### config.mk
export PLATFORM = sky130hd
export DESIGN_NAME = acc_top
export DESIGN_NICKNAME = d
export VERILOG_FILES = /design/src/acc_pkg.sv /design/src/acc_sync2.sv /design/src/acc_top.sv
export SDC_FILE = /design/constraint.sdc
export NUM_CORES = 1
export LEC_CHECK = 0
export ABC_CLOCK_PERIOD_IN_PS = 1600
export CORE_UTILIZATION = 25
export CTS_BUF_LIST = sky130_fd_sc_hd__clkbuf_8
export CTS_CLUSTER_SIZE = 28
export DETAILED_ROUTE_END_ITERATION = 7
export DONT_BUFFER_PORTS = 1
export MAX_ROUTING_LAYER = met4
export PLACE_DENSITY = 0.38
export SETUP_SLACK_MARGIN = 0.2
export SLEW_MARGIN = 15
export SYNTH_ARGS = -nofsm -noshare
export SYNTH_HDL_FRONTEND = slang
export SYNTH_SLANG_ARGS = --single-unit
### constraint.sdc
create_clock -name clk -period 1.6 [get_ports clk]
set_input_delay 0.08 -clock clk [delete_from_list [all_inputs] [get_ports clk]]
set_output_delay 0.08 -clock clk [all_outputs]
set_load 0.05 [all_outputs]
### src/acc_pkg.sv
// Overview of operation
// - raw result is high when non-inverting input exceeds inverting input
// - reported result is raw result, complemented when output_invert is 1
// - comparator_enable turns comparator on; cleared it draws minimum power
// - result readable as comparator_result and as mirrored_result
// - pin driven by result only with output enable, direction clear, enabled
// - pin_output_enable overrides port latch regardless of comparator_enable
// - internal result re-latched every cycle; pin output passes unlatched
// - speed_power_select resets to 1 normal speed; 0 selects low power
// - hysteresis_enable adds input hysteresis; cleared removes it
// - reported result offered to gate timer as gate source
// - with timer_sync_enable, latch result on gate timer clock falling edge
// - enabled rising or falling result edge sets change_interrupt_flag
// - software clears flag; an edge during the clearing write keeps it set
// - edge detection works while disabled; toggling invert or enable can set flag
// - positive_input_select routes pin, DAC, fixed reference or ground
// - negative_input_select routes one of four analog pins
// - comparator_enable 0 disconnects every input selection
// - result provided to capture/PWM auto-shutdown logic
package acc_pkg;

  // register byte offsets
  localparam logic [7:0] ACC_CTRL_A_OFS = 8'h00;
  localparam logic [7:0] ACC_CTRL_B_OFS = 8'h04;
  localparam logic [7:0] ACC_SHARED_OFS = 8'h08;
  localparam logic [7:0] ACC_FLAG_OFS   = 8'h0c;
  localparam logic [7:0] ACC_PORT_OFS   = 8'h10;

  // comparator_control_a fields
  localparam int CA_EN   = 7;
  localparam int CA_RES  = 6;
  localparam int CA_OE   = 5;
  localparam int CA_INV  = 4;
  localparam int CA_SPD  = 2;
  localparam int CA_HYS  = 1;
  localparam int CA_SYNC = 0;

  // comparator_control_b fields
  localparam int CB_RISE = 7;
  localparam int CB_FALL = 6;
  localparam int CB_PSEL = 4;
  localparam int CB_NSEL = 0;

  // single-bit fields of the other registers
  localparam int SHR_MIR = 0;
  localparam int FLG_CIF = 0;
  localparam int PRT_DIR = 0;
  localparam int PRT_LAT = 1;

  // reset values and writable masks
  localparam logic [7:0] ACC_CTRL_A_RST = 8'h04;
  localparam logic [7:0] ACC_CTRL_B_RST = 8'h00;
  localparam logic [7:0] ACC_PORT_RST   = 8'h01;
  localparam logic [7:0] ACC_CA_WMASK   = 8'hb7;
  localparam logic [7:0] ACC_CB_WMASK   = 8'hf3;
  localparam logic [7:0] ACC_PRT_WMASK  = 8'h03;

  // non-inverting input sources, in select order
  typedef enum logic [1:0] {ACC_POS_PIN, ACC_POS_DAC, ACC_POS_FREF, ACC_POS_GND} acc_pos_t;

  // one-hot route of a two-bit select, all off when not connected
  function automatic logic [3:0] acc_route(input logic [1:0] sel, input logic on);
    logic [3:0] r;
    r = 4'h0;
    r[sel] = on;
    return r;
  endfunction

endpackage

### src/acc_sync2.sv
module acc_sync2
  import acc_pkg::*;
(
  // clock and reset
  input  wire logic       clk,
  input  wire logic       resetn,
  // asynchronous levels in, synchronised levels out
  input  wire logic [1:0] d,
  output logic      [1:0] q
);

  logic [1:0] meta_r;

  // first stage feeds only the second
  always_ff @(posedge clk or negedge resetn)
  begin
    if (!resetn)
    begin
      meta_r <= 2'h0;
      q      <= 2'h0;
    end
    else
    begin
      meta_r <= d;
      q      <= meta_r;
    end
  end

endmodule

### src/acc_top.sv
module acc_top
  import acc_pkg::*;
(
  // clock and reset
  input  wire logic        clk,
  input  wire logic        resetn,
  // ahb-lite slave
  input  wire logic        hsel,
  input  wire logic [31:0] haddr,
  input  wire logic [1:0]  htrans,
  input  wire logic        hwrite,
  input  wire logic [2:0]  hsize,
  input  wire logic [31:0] hwdata,
  input  wire logic        hready,
  output logic             hreadyout,
  output logic             hresp,
  output logic      [31:0] hrdata,
  // analog core and its controls
  input  wire logic        cmp_raw,
  output logic             ana_enable,
  output logic             ana_speed_normal,
  output logic             ana_hyst_on,
  output logic      [3:0]  pos_route,
  output logic      [3:0]  neg_route,
  // gate timer clock after its prescaler
  input  wire logic        tmr_clk,
  // comparator output pin
  output logic             pin_out,
  output logic             pin_oe_n,
  // result consumers
  output logic             gate_src,
  output logic             shutdown_src,
  output logic             change_flag
);

  logic [7:0]  ctrl_a_r;
  logic [7:0]  ctrl_b_r;
  logic [7:0]  port_r;
  logic        flag_r;
  logic        flag_nxt;
  logic        result_r;
  logic        sync_res_r;
  logic        prev_r;
  logic        tclk_d_r;
  logic        wr_ph_r;
  logic [7:0]  addr_r;
  logic [1:0]  sync_q;
  logic        raw_s;
  logic        tclk_s;
  logic        tclk_fall;
  logic        en;
  logic        oe;
  logic        inv;
  logic        sync_en;
  logic        adj;
  logic        reported;
  logic        rise_pulse;
  logic        fall_pulse;
  logic        edge_ev;
  logic        addr_ok;
  logic        we_a;
  logic        we_b;
  logic        we_flag;
  logic        we_port;
  logic        clr;
  logic [7:0]  wbyte;
  logic [7:0]  rd_byte;

  // both outside levels cross into the clock domain here
  acc_sync2 u_sync
  (
    .clk    (clk),
    .resetn (resetn),
    .d      ({tmr_clk, cmp_raw}),
    .q      (sync_q)
  );

  assign raw_s  = sync_q[0];
  assign tclk_s = sync_q[1];

  // control fields
  assign en      = ctrl_a_r[CA_EN];
  assign oe      = ctrl_a_r[CA_OE];
  assign inv     = ctrl_a_r[CA_INV];
  assign sync_en = ctrl_a_r[CA_SYNC];

  // analog controls
  assign ana_enable       = en;
  assign ana_speed_normal = ctrl_a_r[CA_SPD];
  assign ana_hyst_on      = ctrl_a_r[CA_HYS];
  assign pos_route = acc_route(ctrl_b_r[CB_PSEL +: 2], en);
  assign neg_route = acc_route(ctrl_b_r[CB_NSEL +: 2], en);

  // a stopped comparator reads low, so invert still reaches the edge logic
  assign adj = (en & raw_s) ^ inv;

  // timer clock fall; the timer counts on the rise, so they never race
  assign tclk_fall = tclk_d_r & ~tclk_s;

  // reported result: per-cycle latch or timer-synchronised latch
  assign reported     = sync_en ? sync_res_r : result_r;
  assign gate_src     = reported;
  assign shutdown_src = reported;

  // edge pulses from successive samples
  assign rise_pulse = reported & ~prev_r;
  assign fall_pulse = ~reported & prev_r;
  assign edge_ev = (rise_pulse & ctrl_b_r[CB_RISE]) | (fall_pulse & ctrl_b_r[CB_FALL]);

  // pin path bypasses the cycle latch; enable off leaves the override but stops drive
  assign pin_out  = oe ? adj : port_r[PRT_LAT];
  assign pin_oe_n = port_r[PRT_DIR] | (oe & ~en);

  // bus decode; only the low byte of each word is stored
  assign addr_ok = hsel & hready & htrans[1];
  assign wbyte   = hwdata[7:0];
  assign we_a    = wr_ph_r && (addr_r == ACC_CTRL_A_OFS);
  assign we_b    = wr_ph_r && (addr_r == ACC_CTRL_B_OFS);
  assign we_flag = wr_ph_r && (addr_r == ACC_FLAG_OFS);
  assign we_port = wr_ph_r && (addr_r == ACC_PORT_OFS);
  assign clr     = we_flag & wbyte[FLG_CIF];

  // a new edge outweighs the clearing write
  assign flag_nxt    = edge_ev | (flag_r & ~clr);
  assign change_flag = flag_r;

  // read mux over the registered address; unmapped reads zero
  always_comb
  begin
    rd_byte = 8'h00;
    unique case (addr_r)
      ACC_CTRL_A_OFS: rd_byte = (ctrl_a_r & ACC_CA_WMASK) | (8'(reported) << CA_RES);
      ACC_CTRL_B_OFS: rd_byte = ctrl_b_r;
      ACC_SHARED_OFS: rd_byte = 8'(reported) << SHR_MIR;
      ACC_FLAG_OFS:   rd_byte = 8'(flag_r) << FLG_CIF;
      ACC_PORT_OFS:   rd_byte = port_r;
      default:        rd_byte = 8'h00;
    endcase
  end

  assign hrdata    = {24'h000000, rd_byte};
  assign hreadyout = 1'b1;  // zero wait states
  assign hresp     = 1'b0;  // always okay

  // address phase capture
  always_ff @(posedge clk or negedge resetn)
  begin
    if (!resetn)
    begin
      wr_ph_r <= 1'b0;
      addr_r  <= 8'h00;
    end
    else if (hready)
    begin
      wr_ph_r <= addr_ok & hwrite;
      addr_r  <= addr_ok ? haddr[7:0] : addr_r;
    end
  end

  // control registers
  always_ff @(posedge clk or negedge resetn)
  begin
    if (!resetn)
    begin
      ctrl_a_r <= ACC_CTRL_A_RST;
      ctrl_b_r <= ACC_CTRL_B_RST;
      port_r   <= ACC_PORT_RST;
    end
    else
    begin
      if (we_a)
        ctrl_a_r <= wbyte & ACC_CA_WMASK;
      if (we_b)
        ctrl_b_r <= wbyte & ACC_CB_WMASK;
      if (we_port)
        port_r <= wbyte & ACC_PRT_WMASK;
    end
  end

  // result latches, edge history and flag
  always_ff @(posedge clk or negedge resetn)
  begin
    if (!resetn)
    begin
      result_r   <= 1'b0;
      sync_res_r <= 1'b0;
      prev_r     <= 1'b0;
      tclk_d_r   <= 1'b0;
      flag_r     <= 1'b0;
    end
    else
    begin
      result_r   <= adj;
      sync_res_r <= tclk_fall ? adj : sync_res_r;
      prev_r     <= reported;
      tclk_d_r   <= tclk_s;
      flag_r     <= flag_nxt;
    end
  end
endmodule

## Word-level counts from Yosys, hierarchy flattened

Index checks and enable logic that the tools add are counted.
W data, S select, Z words.

| operators by class | value |
|---|---|
| bitwise gates (word level) | 24 |
| $lt $le $gt $ge | 4 |
| mux-type cells | 7 |
| eq/ne operators | 4 |
| reduce and logical (&&, ||, !) cells | 8 |

Operators by type and width:

| operator | count |
|---|---|
| $pmux W8 S5 | 1 |
| $eq A8 B4 Y1 const B | 2 |
| $and A1 B1 Y1 | 12 |
| $and A4 B4 Y4 | 2 |
| $eq A8 B3 Y1 const B | 1 |
| $eq A8 B5 Y1 const B | 1 |
| $logic_not A8 Y1 | 1 |
| $or A8 B7 Y8 | 1 |
| $logic_and A1 B1 Y1 | 6 |
| $lt A2 B3 Y1 const B | 2 |
| $not A1 Y1 | 5 |
| $demux W1 S2 | 2 |
| $ge A2 B1 Y1 const B | 2 |
| $mux W1 | 4 |
| $or A1 B1 Y1 | 3 |
| $reduce_and A2 Y1 | 1 |
| $xor A1 B1 Y1 | 1 |

| word-level totals | value |
|---|---|
| output and inout port bits | 50 |
| logic and storage cells | 59 |
| input port bits | 76 |
| flip-flop bits (word level) | 32 |

## Longest topological paths before layout

Gate-level depths: netlist of the first run.

| logic depth | value |
|---|---|
| word-level depth | 6 |
| gate-level depth with buffers | 5 |
| depth with buffers taken out | 3 |

## By module

From an unflattened synthesis of the first run, not the netlist that was laid out.

| unflattened totals | value |
|---|---|
| cells, all modules | 142 |
| area total of the unflattened synthesis | 1716.6 um2 |

Modules (own cells, without submodules):

| module | area each (um2) | cells each | sequential area each (um2) | instances |
|---|---|---|---|---|
| acc_top | 1616.6 | 138 | 703.2 | 1 |
| acc_sync2 | 100.1 | 4 | 100.1 | 1 |

## Least setup slack after synthesis of the first run

No wires, ideal clock.

| timing path | value |
|---|---|
| kind | reg2out |
| start point | register ctrl_a_r[7] |
| end point | output neg_route[1] |
| slack | -0.565 ns |
| data arrival time | 2.085 ns |
| path buffers | 0 |
| stages on the path, launching flop included | 3 |
| required time | 1.520 ns |
| path through | dfrtp_1 > inv_1 > nor3b_1 |

| on the way | value |
|---|---|
| cells in the longest elaborated chain, start to end | 1 |

RTL lines:

| what | line | source |
|---|---|---|
| start, declared | acc_top.sv:36 | `logic [7:0] ctrl_a_r;` |
| start signal, assigned | acc_top.sv:172 | `ctrl_a_r <= wbyte & ACC_CA_WMASK;` |
| $and A4 B4 Y4 (no source line) | n/a |  |
| end, declared | acc_top.sv:24 | `output logic [3:0] neg_route,` |

Every way passes these cells.

## Final worst setup path of the first run

| timing path | value |
|---|---|
| start point | register addr_r[4] |
| end point | output hrdata[1] |

| on the way | value |
|---|---|
| cells in the longest elaborated chain, start to end | 2 |
| elaborated cells on any way between the ends | 6 |
| classes of those cells | eq/ne (4); mux (1); reduce/logical (1) |

RTL lines:

| what | line | source |
|---|---|---|
| start, declared | acc_top.sv:46 | `logic [7:0] addr_r;` |
| start signal, assigned | acc_top.sv:156 | `addr_r <= addr_ok ? haddr[7:0] : addr_r;` |
| $eq A8 B5 Y1, or another cell as far along | acc_top.sv:131 | `unique case (addr_r)` |
| $pmux W8 S5 (*) | acc_top.sv:131 |  |
| end, declared | acc_top.sv:17 | `output logic [31:0] hrdata,` |

Mark *: on every way between the ends. The rest lies on a longest branch, timed or not.

==> impl_metrics.tcl, run 1 <==
set metrics [dict create \
    outcome "finished, violations left" \
    violations "design-rule violations, negative setup slack" \
    setup_tns_ns -0.710 \
    vias_per_cell 4.30 \
    slowest_delay_ns 0.42 \
    p_switching_mw 1.22 \
    synthCells 144 \
    wirelength_um 3840 \
    die_y_um 84.7 \
    antenna_found_initial 0 \
    dr.pass1.iters 8 \
    yosysUniqueCellTypes 29 \
    wl_per_cell_um 13.8 \
    insertedDiodeCount 0 \
    crit_required_ns 1.52 \
    coreArea_um2 6460 \
    clock_latency_ns 0.28 \
    overflow 0 \
    synth_area_um2 1710 \
    drc_errors 4 \
    place_area_um2 2060 \
    setup_viol_count_final 18 \
    p_sw_share_pct 38.7 \
    rsz0062_at_grt "yes" \
    yosysSeqAreaShare_pct 47.0 \
    critical_path_class "reg2out" \
    fp.dieArea_um2 7170 \
    endpoint_kind "output port" \
    clockRootBuffer "clkbuf_8" \
    cap_viol_max_count 0 \
    ant_nets 0 \
    grt_pass1_vias 1239 \
    startpoint_type "flip-flop" \
    ir_drop_mv 0.537 \
    met2_usage_pct 19.0 \
    vias 1196 \
    initial_utilization_pct 26.4 \
    fillers 641 \
    cts_buffer_depth 2 \
    grt-busiest-layer "met2" \
    drive_gt1_share_pct 49.8 \
    die_w_um 84.7 \
    synth-seq-cells 32 \
    numCtsBuffers 5 \
    grt_pass1_wl_um 6420 \
    post-place-ws_ns 0.0232 \
    timing.fmax_mhz 586 \
    path_clk_slew_ns 0.07 \
    drtIter0Drc 47 \
    p_per_area_nw_per_um2 1220 \
    hold-worst-slack_ns 0.236 \
    ys.flop_type "dfrtp_1" \
    place_congestion 0.820 \
    intPower_mw 1.94 \
    crit_arrival_ns 1.63 \
    async_reset_ff_share_pct 100 \
    synth_edf_count 0 \
    rr_worst_depth 4 \
    fin_ws_ns -0.106 \
    rr_startpoint "addr_r[4]$_DFFE_PN0P_" \
    port_buffers 0 \
    grtUsageTotal_pct 12.1 \
    clockPowerShare_pct 23.7 \
    fin_crit_ns 1.71 \
    worstHoldPathType "in2async" \
    stdcell_area_um2 2600 \
    worst_path_most_repeated_cell "buf_6" \
    placed_cells 242 \
    dpl.hpwl_um 2830 \
    nets 276 \
    placementRows 29 \
    fin_util_pct 40.2 \
    power_frac_seq_pct 35.9 \
    slew_violations 0 \
    use_met3_pct 4.23 \
    crit_fanout 4 \
    r2r_slack_ns -0.04 \
    reg2reg_to "ctrl_b_r[6]$_DFFE_PN0P_" \
    finClkSkew_ns 0.00924 \
    synth.avg_cell_area_um2 11.9 \
    crit_chain "buf_4 -> buf_6 -> buf_6 -> mux2i_1 -> o21ai_1 -> and3_4" \
    cts_tree "done" \
    syn_to_final_growth_pct 52.0 \
    io_pins 126 \
    power_leakage_nw 1.14 \
    p_comb_share_pct 40.4 \
    yosys_warnings 0 \
    p_total_mw 3.16 \
    grt_max_degree 33 \
    use_met1_pct 14.5 \
    cts.sinks 32 \
    finalCritPeriodShare_pct 107 \
    cpMaxStageDelayCell "dfrtp_1" \
    cts_max_level 2 \
    stdcell_count 278 \
    hold_viol_final 0 \
]
==> state kept, by name (all words and copies together) (netlist names) <==
register and flops:
result_r 1, port_r 2, u_sync.q 2, prev_r 1, wr_ph_r 1, u_sync.meta_r 2, ctrl_a_r 6, ctrl_b_r 6
change_flag 1, tclk_d_r 1, addr_r 8, sync_res_r 1
==> Yosys cell counts, drive strengths merged (3+ instances only) <==
cell type / n / area [µm²]
mux2: 26 / 315
nand3: 3 / 20.0
and3: 4 / 25.0
mux2i: 6 / 60.1
nor3: 5 / 25.0
dfrtp: 30 / 751
nor2: 7 / 26.3
inv: 3 / 11.3
nor2b: 3 / 18.8
nand2: 7 / 26.3
buf: 31 / 238
==> power by group through the flow <==
stage / sequential, mW / clock (mW) / combinational, mW
after global routing: 1.16 / 0.816 / 1.34
after global placement: 1.13 / 0 / 1.05
after detailed placement: 1.13 / 0 / 1.05
after floorplan: 1.18 / 0 / 0.798
after CTS: 1.13 / 0.772 / 1.21
final: 1.13 / 0.748 / 1.27
==> cells by family after synthesis <==
| logic type | Yosys count | synth area share [%] |
|---|---|---|
| compound gates | 6 | 2.49 |
| xor+xnor | 1 | 0.513 |
| buf+inv | 34 | 14.6 |
| flops | 32 | 47.0 |
| mux | 32 | 22.0 |
| other cells | 2 | 0.440 |
| simple gates | 37 | 13.0 |
==> critical path, delay by kind of cell (launching register included) <==
family	cells	cell delay [ns]
AOI/OAI and AO/OA	1	0.15
DFF	1	0.42
buffers and inverters	3	0.36
and+or+nand+nor	1	0.31
muxes	1	0.11
==> what timing repair did <==
item,CTS,global route
pin swaps,10,7
endpoints found under the setup margin,26,32
resized for setup,22,18
hold endpoints to repair,57,0
buffers inserted,4,3
hold buffers,21,0
==> placed cells by master, fill, tap and decap left out, types with 5 or more instances in the layout <==
master         Yosys  layout
conb_1             2      27
mux2i_1            6       6
buf_12             0      11
dfrtp_1           30      27
mux2_2            20      16
dlygate4sd3_1      0      20
buf_4             28      13
mux2_4             6      10
clkbuf_8           0       5
buf_6              2      10
==> area by class of cell <==
| cell class | instances | area, µm² | share of cell area, % |
|---|---|---|---|
| Inverter | 3 | 15.0 | 0.578 |
| Sequential cell | 32 | 807 | 31.1 |
| Timing Repair Buffer | 55 | 646 | 24.9 |
| Clock buffer | 5 | 68.8 | 2.65 |
| Clock inverter | 3 | 38.8 | 1.49 |
| Multi-Input combinational cell | 103 | 925 | 35.6 |
| Tap cell | 77 | 96.3 | 3.71 |
==> routing by layer <==
metal	routed length, µm	up-vias
li1	-	559
met1	1670	583
met2	1860	49
met3	245	5
met4	61	0
met5	0	-
==> worst max-delay path by stage <==
stage / start / endpoint / slack (ns) / cells after the start
2_1_floorplan: addr_r[5]$_DFFE_PN0P_ / ctrl_b_r[0]$_DFFE_PN0P_ / 0.10 / 4
3_3_place_gp: addr_r[3]$_DFFE_PN0P_ / ctrl_b_r[4]$_DFFE_PN0P_ / 0.04 / 4
3_5_place_dp: addr_r[3]$_DFFE_PN0P_ / ctrl_b_r[7]$_DFFE_PN0P_ / 0.02 / 4
4_1_cts: addr_r[3]$_DFFE_PN0P_ / hrdata[0] / -0.11 / 5
5_1_grt: addr_r[4]$_DFFE_PN0P_ / hrdata[2] / -0.18 / 4
6_report: addr_r[4]$_DFFE_PN0P_ / hrdata[1] / -0.11 / 6
Note: power is estimated with default switching activity, not from simulation.
==> inputs of run 2 (changes only) <==
Settings changed: CORE_UTILIZATION 25 to 45, PLACE_DENSITY 0.38 to 0.6.
==> run 2 against run 1 <==
Against the previous run:
- the run ends with negative setup slack left
- clock-buffer cell count is 1 higher
- sequential share of layout area rose by 1.2 points
- register-to-register slack improved by 0.06 ns
- sequential cell count unchanged
- routed wire length rose by 3.4%
- first-iteration DRC count is the same
- critical path depth decreased by 2
- combinational power hardly changed
- fmax up 1.7%
- utilization increased by 28 points
- setup slack gained 0.028 ns
- total power is 4.0% lower
==> impl_metrics.tcl, run 2 (synthesis results as in run 1) <==
set metrics [dict create \
    cts_max_level 2 \
    cts_tree "done" \
    reg_top3 "addr_r x8, ctrl_a_r x6, ctrl_b_r x6" \
    fin_ws_ns -0.0782 \
    critical_path_class "reg2out" \
    setup_tns_ns -0.285 \
    insertedDiodeCount 0 \
    rr_worst_depth 5 \
    numCtsBuffers 5 \
    cts.sinks 32 \
    drc_errors 0 \
    vias 1220 \
    crit_arrival_ns 1.60 \
    cap_viol_max_count 0 \
    io_pins 126 \
    fillers 251 \
    layout_common_cells "conb_1, dfrtp_1, dlygate4sd3_1, buf_4, mux2_2" \
    fp.dieArea_um2 4050 \
    fin_util_pct 68.4 \
    timing.fmax_mhz 596 \
    ant_nets 0 \
    initial_utilization_pct 46.7 \
    finalCritPeriodShare_pct 105 \
    rr_startpoint "addr_r[5]$_DFFE_PN0P_" \
    dpl.hpwl_um 2370 \
    die_y_um 63.6 \
    reg2reg_to "ctrl_a_r[7]$_DFFE_PN0P_" \
    wirelength_um 3960 \
    clock_latency_ns 0.28 \
    placementRows 22 \
    slew_violations 0 \
    p_per_area_nw_per_um2 1210 \
    placed_cells 210 \
    stdcell_count 245 \
    nets 272 \
    outcome "finished, violations left" \
    startpoint_type "flip-flop" \
    cts_buffer_depth 2 \
    grt_max_degree 33 \
    die_w_um 63.6 \
    grt_pass1_vias 1234 \
    wl_per_cell_um 16.2 \
    clockRootBuffer "clkbuf_8" \
    antenna_found_initial 0 \
    rsz0062_at_grt "yes" \
    crit_fanout 6 \
    vias_per_cell 4.98 \
    finClkSkew_ns 0.00647 \
    drive_gt1_share_pct 49.7 \
    port_buffers 0 \
    endpoint_kind "output port" \
    r2r_slack_ns 0.02 \
    worstHoldPathType "in2async" \
    syn_to_final_growth_pct 46.6 \
    hold-worst-slack_ns 0.257 \
    fin_crit_ns 1.68 \
    top_register "addr_r" \
    overflow 0 \
    coreArea_um2 3660 \
    grt_pass1_wl_um 5840 \
    setup_viol_count_final 6 \
    layout_commonest_cell "conb_1" \
    crit_required_ns 1.52 \
    path_clk_slew_ns 0.06 \
    grtUsageTotal_pct 20.1 \
    ir_drop_mv 0.705 \
    dr.pass1.iters 4 \
    largest_register_ffs 8 \
    violations "negative setup slack" \
    hold_viol_final 0 \
    power_leakage_nw 1.11 \
    drtIter0Drc 47 \
    p_total_mw 3.03 \
    place_congestion 0.721 \
]
==> run 2: changes by cell type in the layout (fill, tap and decap cells not counted), moves of 2 or more <==
cell / change
nand3_2: -2
buf_6: -5
and3_2: +2
buf_4: +3
==> run 2: metrics by stage <==
step | cell area [µm²] | setup WS, ns
CTS | 2400 | -0.0348
global placement | 2000 | 0.0696
finish | 2500 | -0.0782
global route | 2500 | -0.120
detailed placement | 2000 | 0.0336
floorplan | 1880 | 0.101
==> run 2: layout make-up <==
cell class	count	area, µm²	area share [%]
flip-flops and latches	32	808	32.3
clock buffers	6	82.6	3.30
multi-input cells	103	951	38.0
clock inverters	2	10.0	0.400
well taps	48	60.1	2.40
inverters	3	15.0	0.600
repair buffers	51	577	23.0
==> run 2: timing repair <==
action                                  in CTS  in global routing
endpoints found under the setup margin      25                 34
hold buffers                                21                  0
buffers inserted                             1                  5
pin swaps                                   11                  6
hold endpoints to repair                    57                  0
gates cloned                                 0                  0
gates resized for setup                     20                 15
==> run 2: worst max-delay path, cell delays in order, from the launching register on <==
cell and delay (ns):
dfrtp_2 0.47, mux2_4 0.32, a22oi_2 0.24, o22ai_4 0.11, buf_12 0.17
==> run 2: layer usage <==
metal	vias to the layer above	wire length [µm]	part of all wire [%]	global-route usage, %
met3	2	271	6.8	7.97
met2	69	2080	52	31.1
met4	0	27	0.68	7.67
met5	-	0	0	-
met1	598	1590	40	23.2
li1	551	-	-	-
==> run 2: where the power goes <==
group	internal (mW)	switching, mW
clock network	0.343	0.288
registers	0.964	0.177
logic	0.480	0.778
total	1.79	1.24
==> run 2: worst max path at each step <==
stage                          start                      end  slack (ns)  cells after the start
2_1_floorplan  addr_r[5]$_DFFE_PN0P_  ctrl_b_r[0]$_DFFE_PN0P_        0.10                      4
3_3_place_gp   addr_r[5]$_DFFE_PN0P_                hrdata[7]        0.07                      5
3_5_place_dp   addr_r[3]$_DFFE_PN0P_  ctrl_b_r[5]$_DFFE_PN0P_        0.03                      4
4_1_cts        addr_r[5]$_DFFE_PN0P_                hrdata[4]       -0.03                      4
5_1_grt        addr_r[3]$_DFFE_PN0P_                hrdata[0]       -0.12                      4
6_report       addr_r[3]$_DFFE_PN0P_                hrdata[0]       -0.08                      4
==> inputs of run 3 (changes only) <==
Settings changed: CORE_MARGIN set to 10, MAX_ROUTING_LAYER met4 to unset.
==> run 3 against run 2 <==
Against the previous run:
- the flow still finishes with violations (negative setup slack)
- die area rose by 65%
- worst hold slack worse by 0.029 ns
- via count is 1.3% higher
- clock skew fell by 0.0030 ns
- register-to-register slack lost 0.02 ns
- clock power is 35% higher
- critical path type unchanged
- largest power group unchanged
==> impl_metrics.tcl, run 3 (synthesis results as in run 1) <==
set metrics [dict create \
    outcome "finished, violations left" \
    violations "negative setup slack" \
    finClkSkew_ns 0.00352 \
    grt_pass1_wl_um 6780 \
    finalCritPeriodShare_pct 106 \
    coreArea_um2 3660 \
    crit_arrival_ns 1.61 \
    critical_path_class "reg2out" \
    power_leakage_nw 1.18 \
    path_clk_slew_ns 0.06 \
    vias_per_cell 4.85 \
    p_per_area_nw_per_um2 1300 \
    grtUsageTotal_pct 13.6 \
    p_sw_share_pct 38.0 \
    drtIter0Drc 63 \
    die_y_um 81.6 \
    largest_register_ffs 8 \
    port_buffers 0 \
    grt_pass1_vias 1290 \
    power_frac_seq_pct 32.5 \
    rr_worst_depth 5 \
    crit_required_ns 1.52 \
    dr.pass1.iters 4 \
    reg2reg_to "ctrl_b_r[6]$_DFFE_PN0P_" \
    startpoint_type "flip-flop" \
    fin_util_pct 72.6 \
    placementRows 22 \
    timing.fmax_mhz 591 \
    cts_buffer_depth 2 \
    dpl.hpwl_um 3040 \
    rr_startpoint "addr_r[5]$_DFFE_PN0P_" \
    fp.dieArea_um2 6660 \
    crit_family "flip-flops" \
    intPower_mw 2.14 \
    fin_ws_ns -0.0934 \
    place_congestion 0.750 \
    fin_crit_ns 1.69 \
    wl_per_cell_um 18.1 \
    initial_utilization_pct 46.7 \
    cpMaxStageDelayCell "dfrtp_2" \
    cts.sinks 32 \
    p_switching_mw 1.31 \
    hold_end "change_flag$_DFF_PN0_" \
    reg_top3 "addr_r x8, ctrl_a_r x6, ctrl_b_r x6" \
    worstHoldPathType "in2reg" \
    slew_violations 0 \
    clock_latency_ns 0.29 \
    holdPathStages 3 \
    cp.buffers_inverters 1 \
    slowest_delay_ns 0.48 \
    die_w_um 81.6 \
    drive_gt1_share_pct 51.2 \
    vias 1236 \
    cap_viol_max_count 0 \
    syn_to_final_growth_pct 55.6 \
    rsz0062_at_grt "yes" \
    layout_commonest_cell "conb_1" \
    p_total_mw 3.45 \
    insertedDiodeCount 0 \
    cts_max_level 2 \
    overflow 0 \
    r2r_slack_ns 0 \
    drc_errors 0 \
    nets 282 \
    crit_chain "mux2_4 -> a22oi_2 -> o22ai_4 -> buf_12" \
    layout_common_cells "conb_1, dfrtp_1, dlygate4sd3_1, buf_4, mux2_2" \
    p_comb_share_pct 42.8 \
    cts_tree "done" \
    setup_viol_count_final 7 \
    setup_tns_ns -0.213 \
    ir_drop_mv 0.985 \
    antenna_found_initial 0 \
    clockRootBuffer "clkbuf_8" \
    endpoint_kind "output port" \
    io_pins 126 \
    ant_nets 0 \
    grt_max_degree 33 \
    hold-worst-slack_ns 0.228 \
    crit_fanout 5 \
    min_from "hwdata[0]" \
    numCtsBuffers 5 \
    wirelength_um 4610 \
    clockPowerShare_pct 24.8 \
    top_register "addr_r" \
    hold_viol_final 0 \
]
## run 3: timing repair
item,CTS,global route
buffers inserted,5,7
endpoints found under the hold margin,57,0
pin swaps,13,7
setup endpoints to repair,24,34
cloned,0,0
gates resized for setup,26,18
hold buffers,21,0
## run 3: layout make-up
cell class                      instances  area, µm²
Clock buffer                            7       96.3
Clock inverter                          1       30.0
Fill cell                             237       1000
Inverter                                3       15.0
Multi-Input combinational cell        103        942
Sequential cell                        32        811
Tap cell                               48       60.1
Timing Repair Buffer                   61        703
## run 3: through the flow
stage	std cells	instance area (µm²)	setup WS (ns)
6_report	255	2660	-0.0934
4_1_cts	248	2530	-0.0469
3_3_place_gp	214	2040	0.0816
5_1_grt	255	2660	-0.143
3_5_place_dp	214	2040	0.0207
2_1_floorplan	169	1880	0.101
## run 3: how the worst max path moves through the flow
stage | startpoint | to | slack, ns | cells past startpoint
after floorplan | addr_r[5]$_DFFE_PN0P_ | ctrl_b_r[0]$_DFFE_PN0P_ | 0.10 | 4
after global placement | addr_r[3]$_DFFE_PN0P_ | ctrl_b_r[7]$_DFFE_PN0P_ | 0.08 | 4
after detailed placement | addr_r[3]$_DFFE_PN0P_ | ctrl_b_r[7]$_DFFE_PN0P_ | 0.02 | 4
after CTS | addr_r[5]$_DFFE_PN0P_ | hrdata[4] | -0.05 | 4
after global routing | addr_r[3]$_DFFE_PN0P_ | hrdata[0] | -0.14 | 4
final | addr_r[3]$_DFFE_PN0P_ | hrdata[0] | -0.09 | 4
## run 3: per-layer routing
metal | up-vias | share of wire [%] | GRT usage [%]
met5 | - | 0 | 0
met4 | 0 | 2.2 | 7.82
met3 | 10 | 14 | 6.11
met2 | 58 | 49 | 22.3
met1 | 604 | 35 | 14.1
li1 | 564 | - | -
## run 3: power by group through the flow
stage / clock network, mW / registers, mW / logic (mW)
5_1_grt: 0.888 / 1.15 / 1.55
2_1_floorplan: 0 / 1.18 / 0.798
6_report: 0.855 / 1.12 / 1.48
3_3_place_gp: 0 / 1.09 / 1.09
4_1_cts: 0.863 / 1.10 / 1.35
3_5_place_dp: 0 / 1.10 / 1.11
## run 3: tightest hold or removal path: cells and delay by family
| kind | cells | cell delay (ns) |
|---|---|---|
| AO/OA/AOI/OAI | 1 | 0.15 |
| AND/OR/NAND/NOR | 2 | 0.25 |
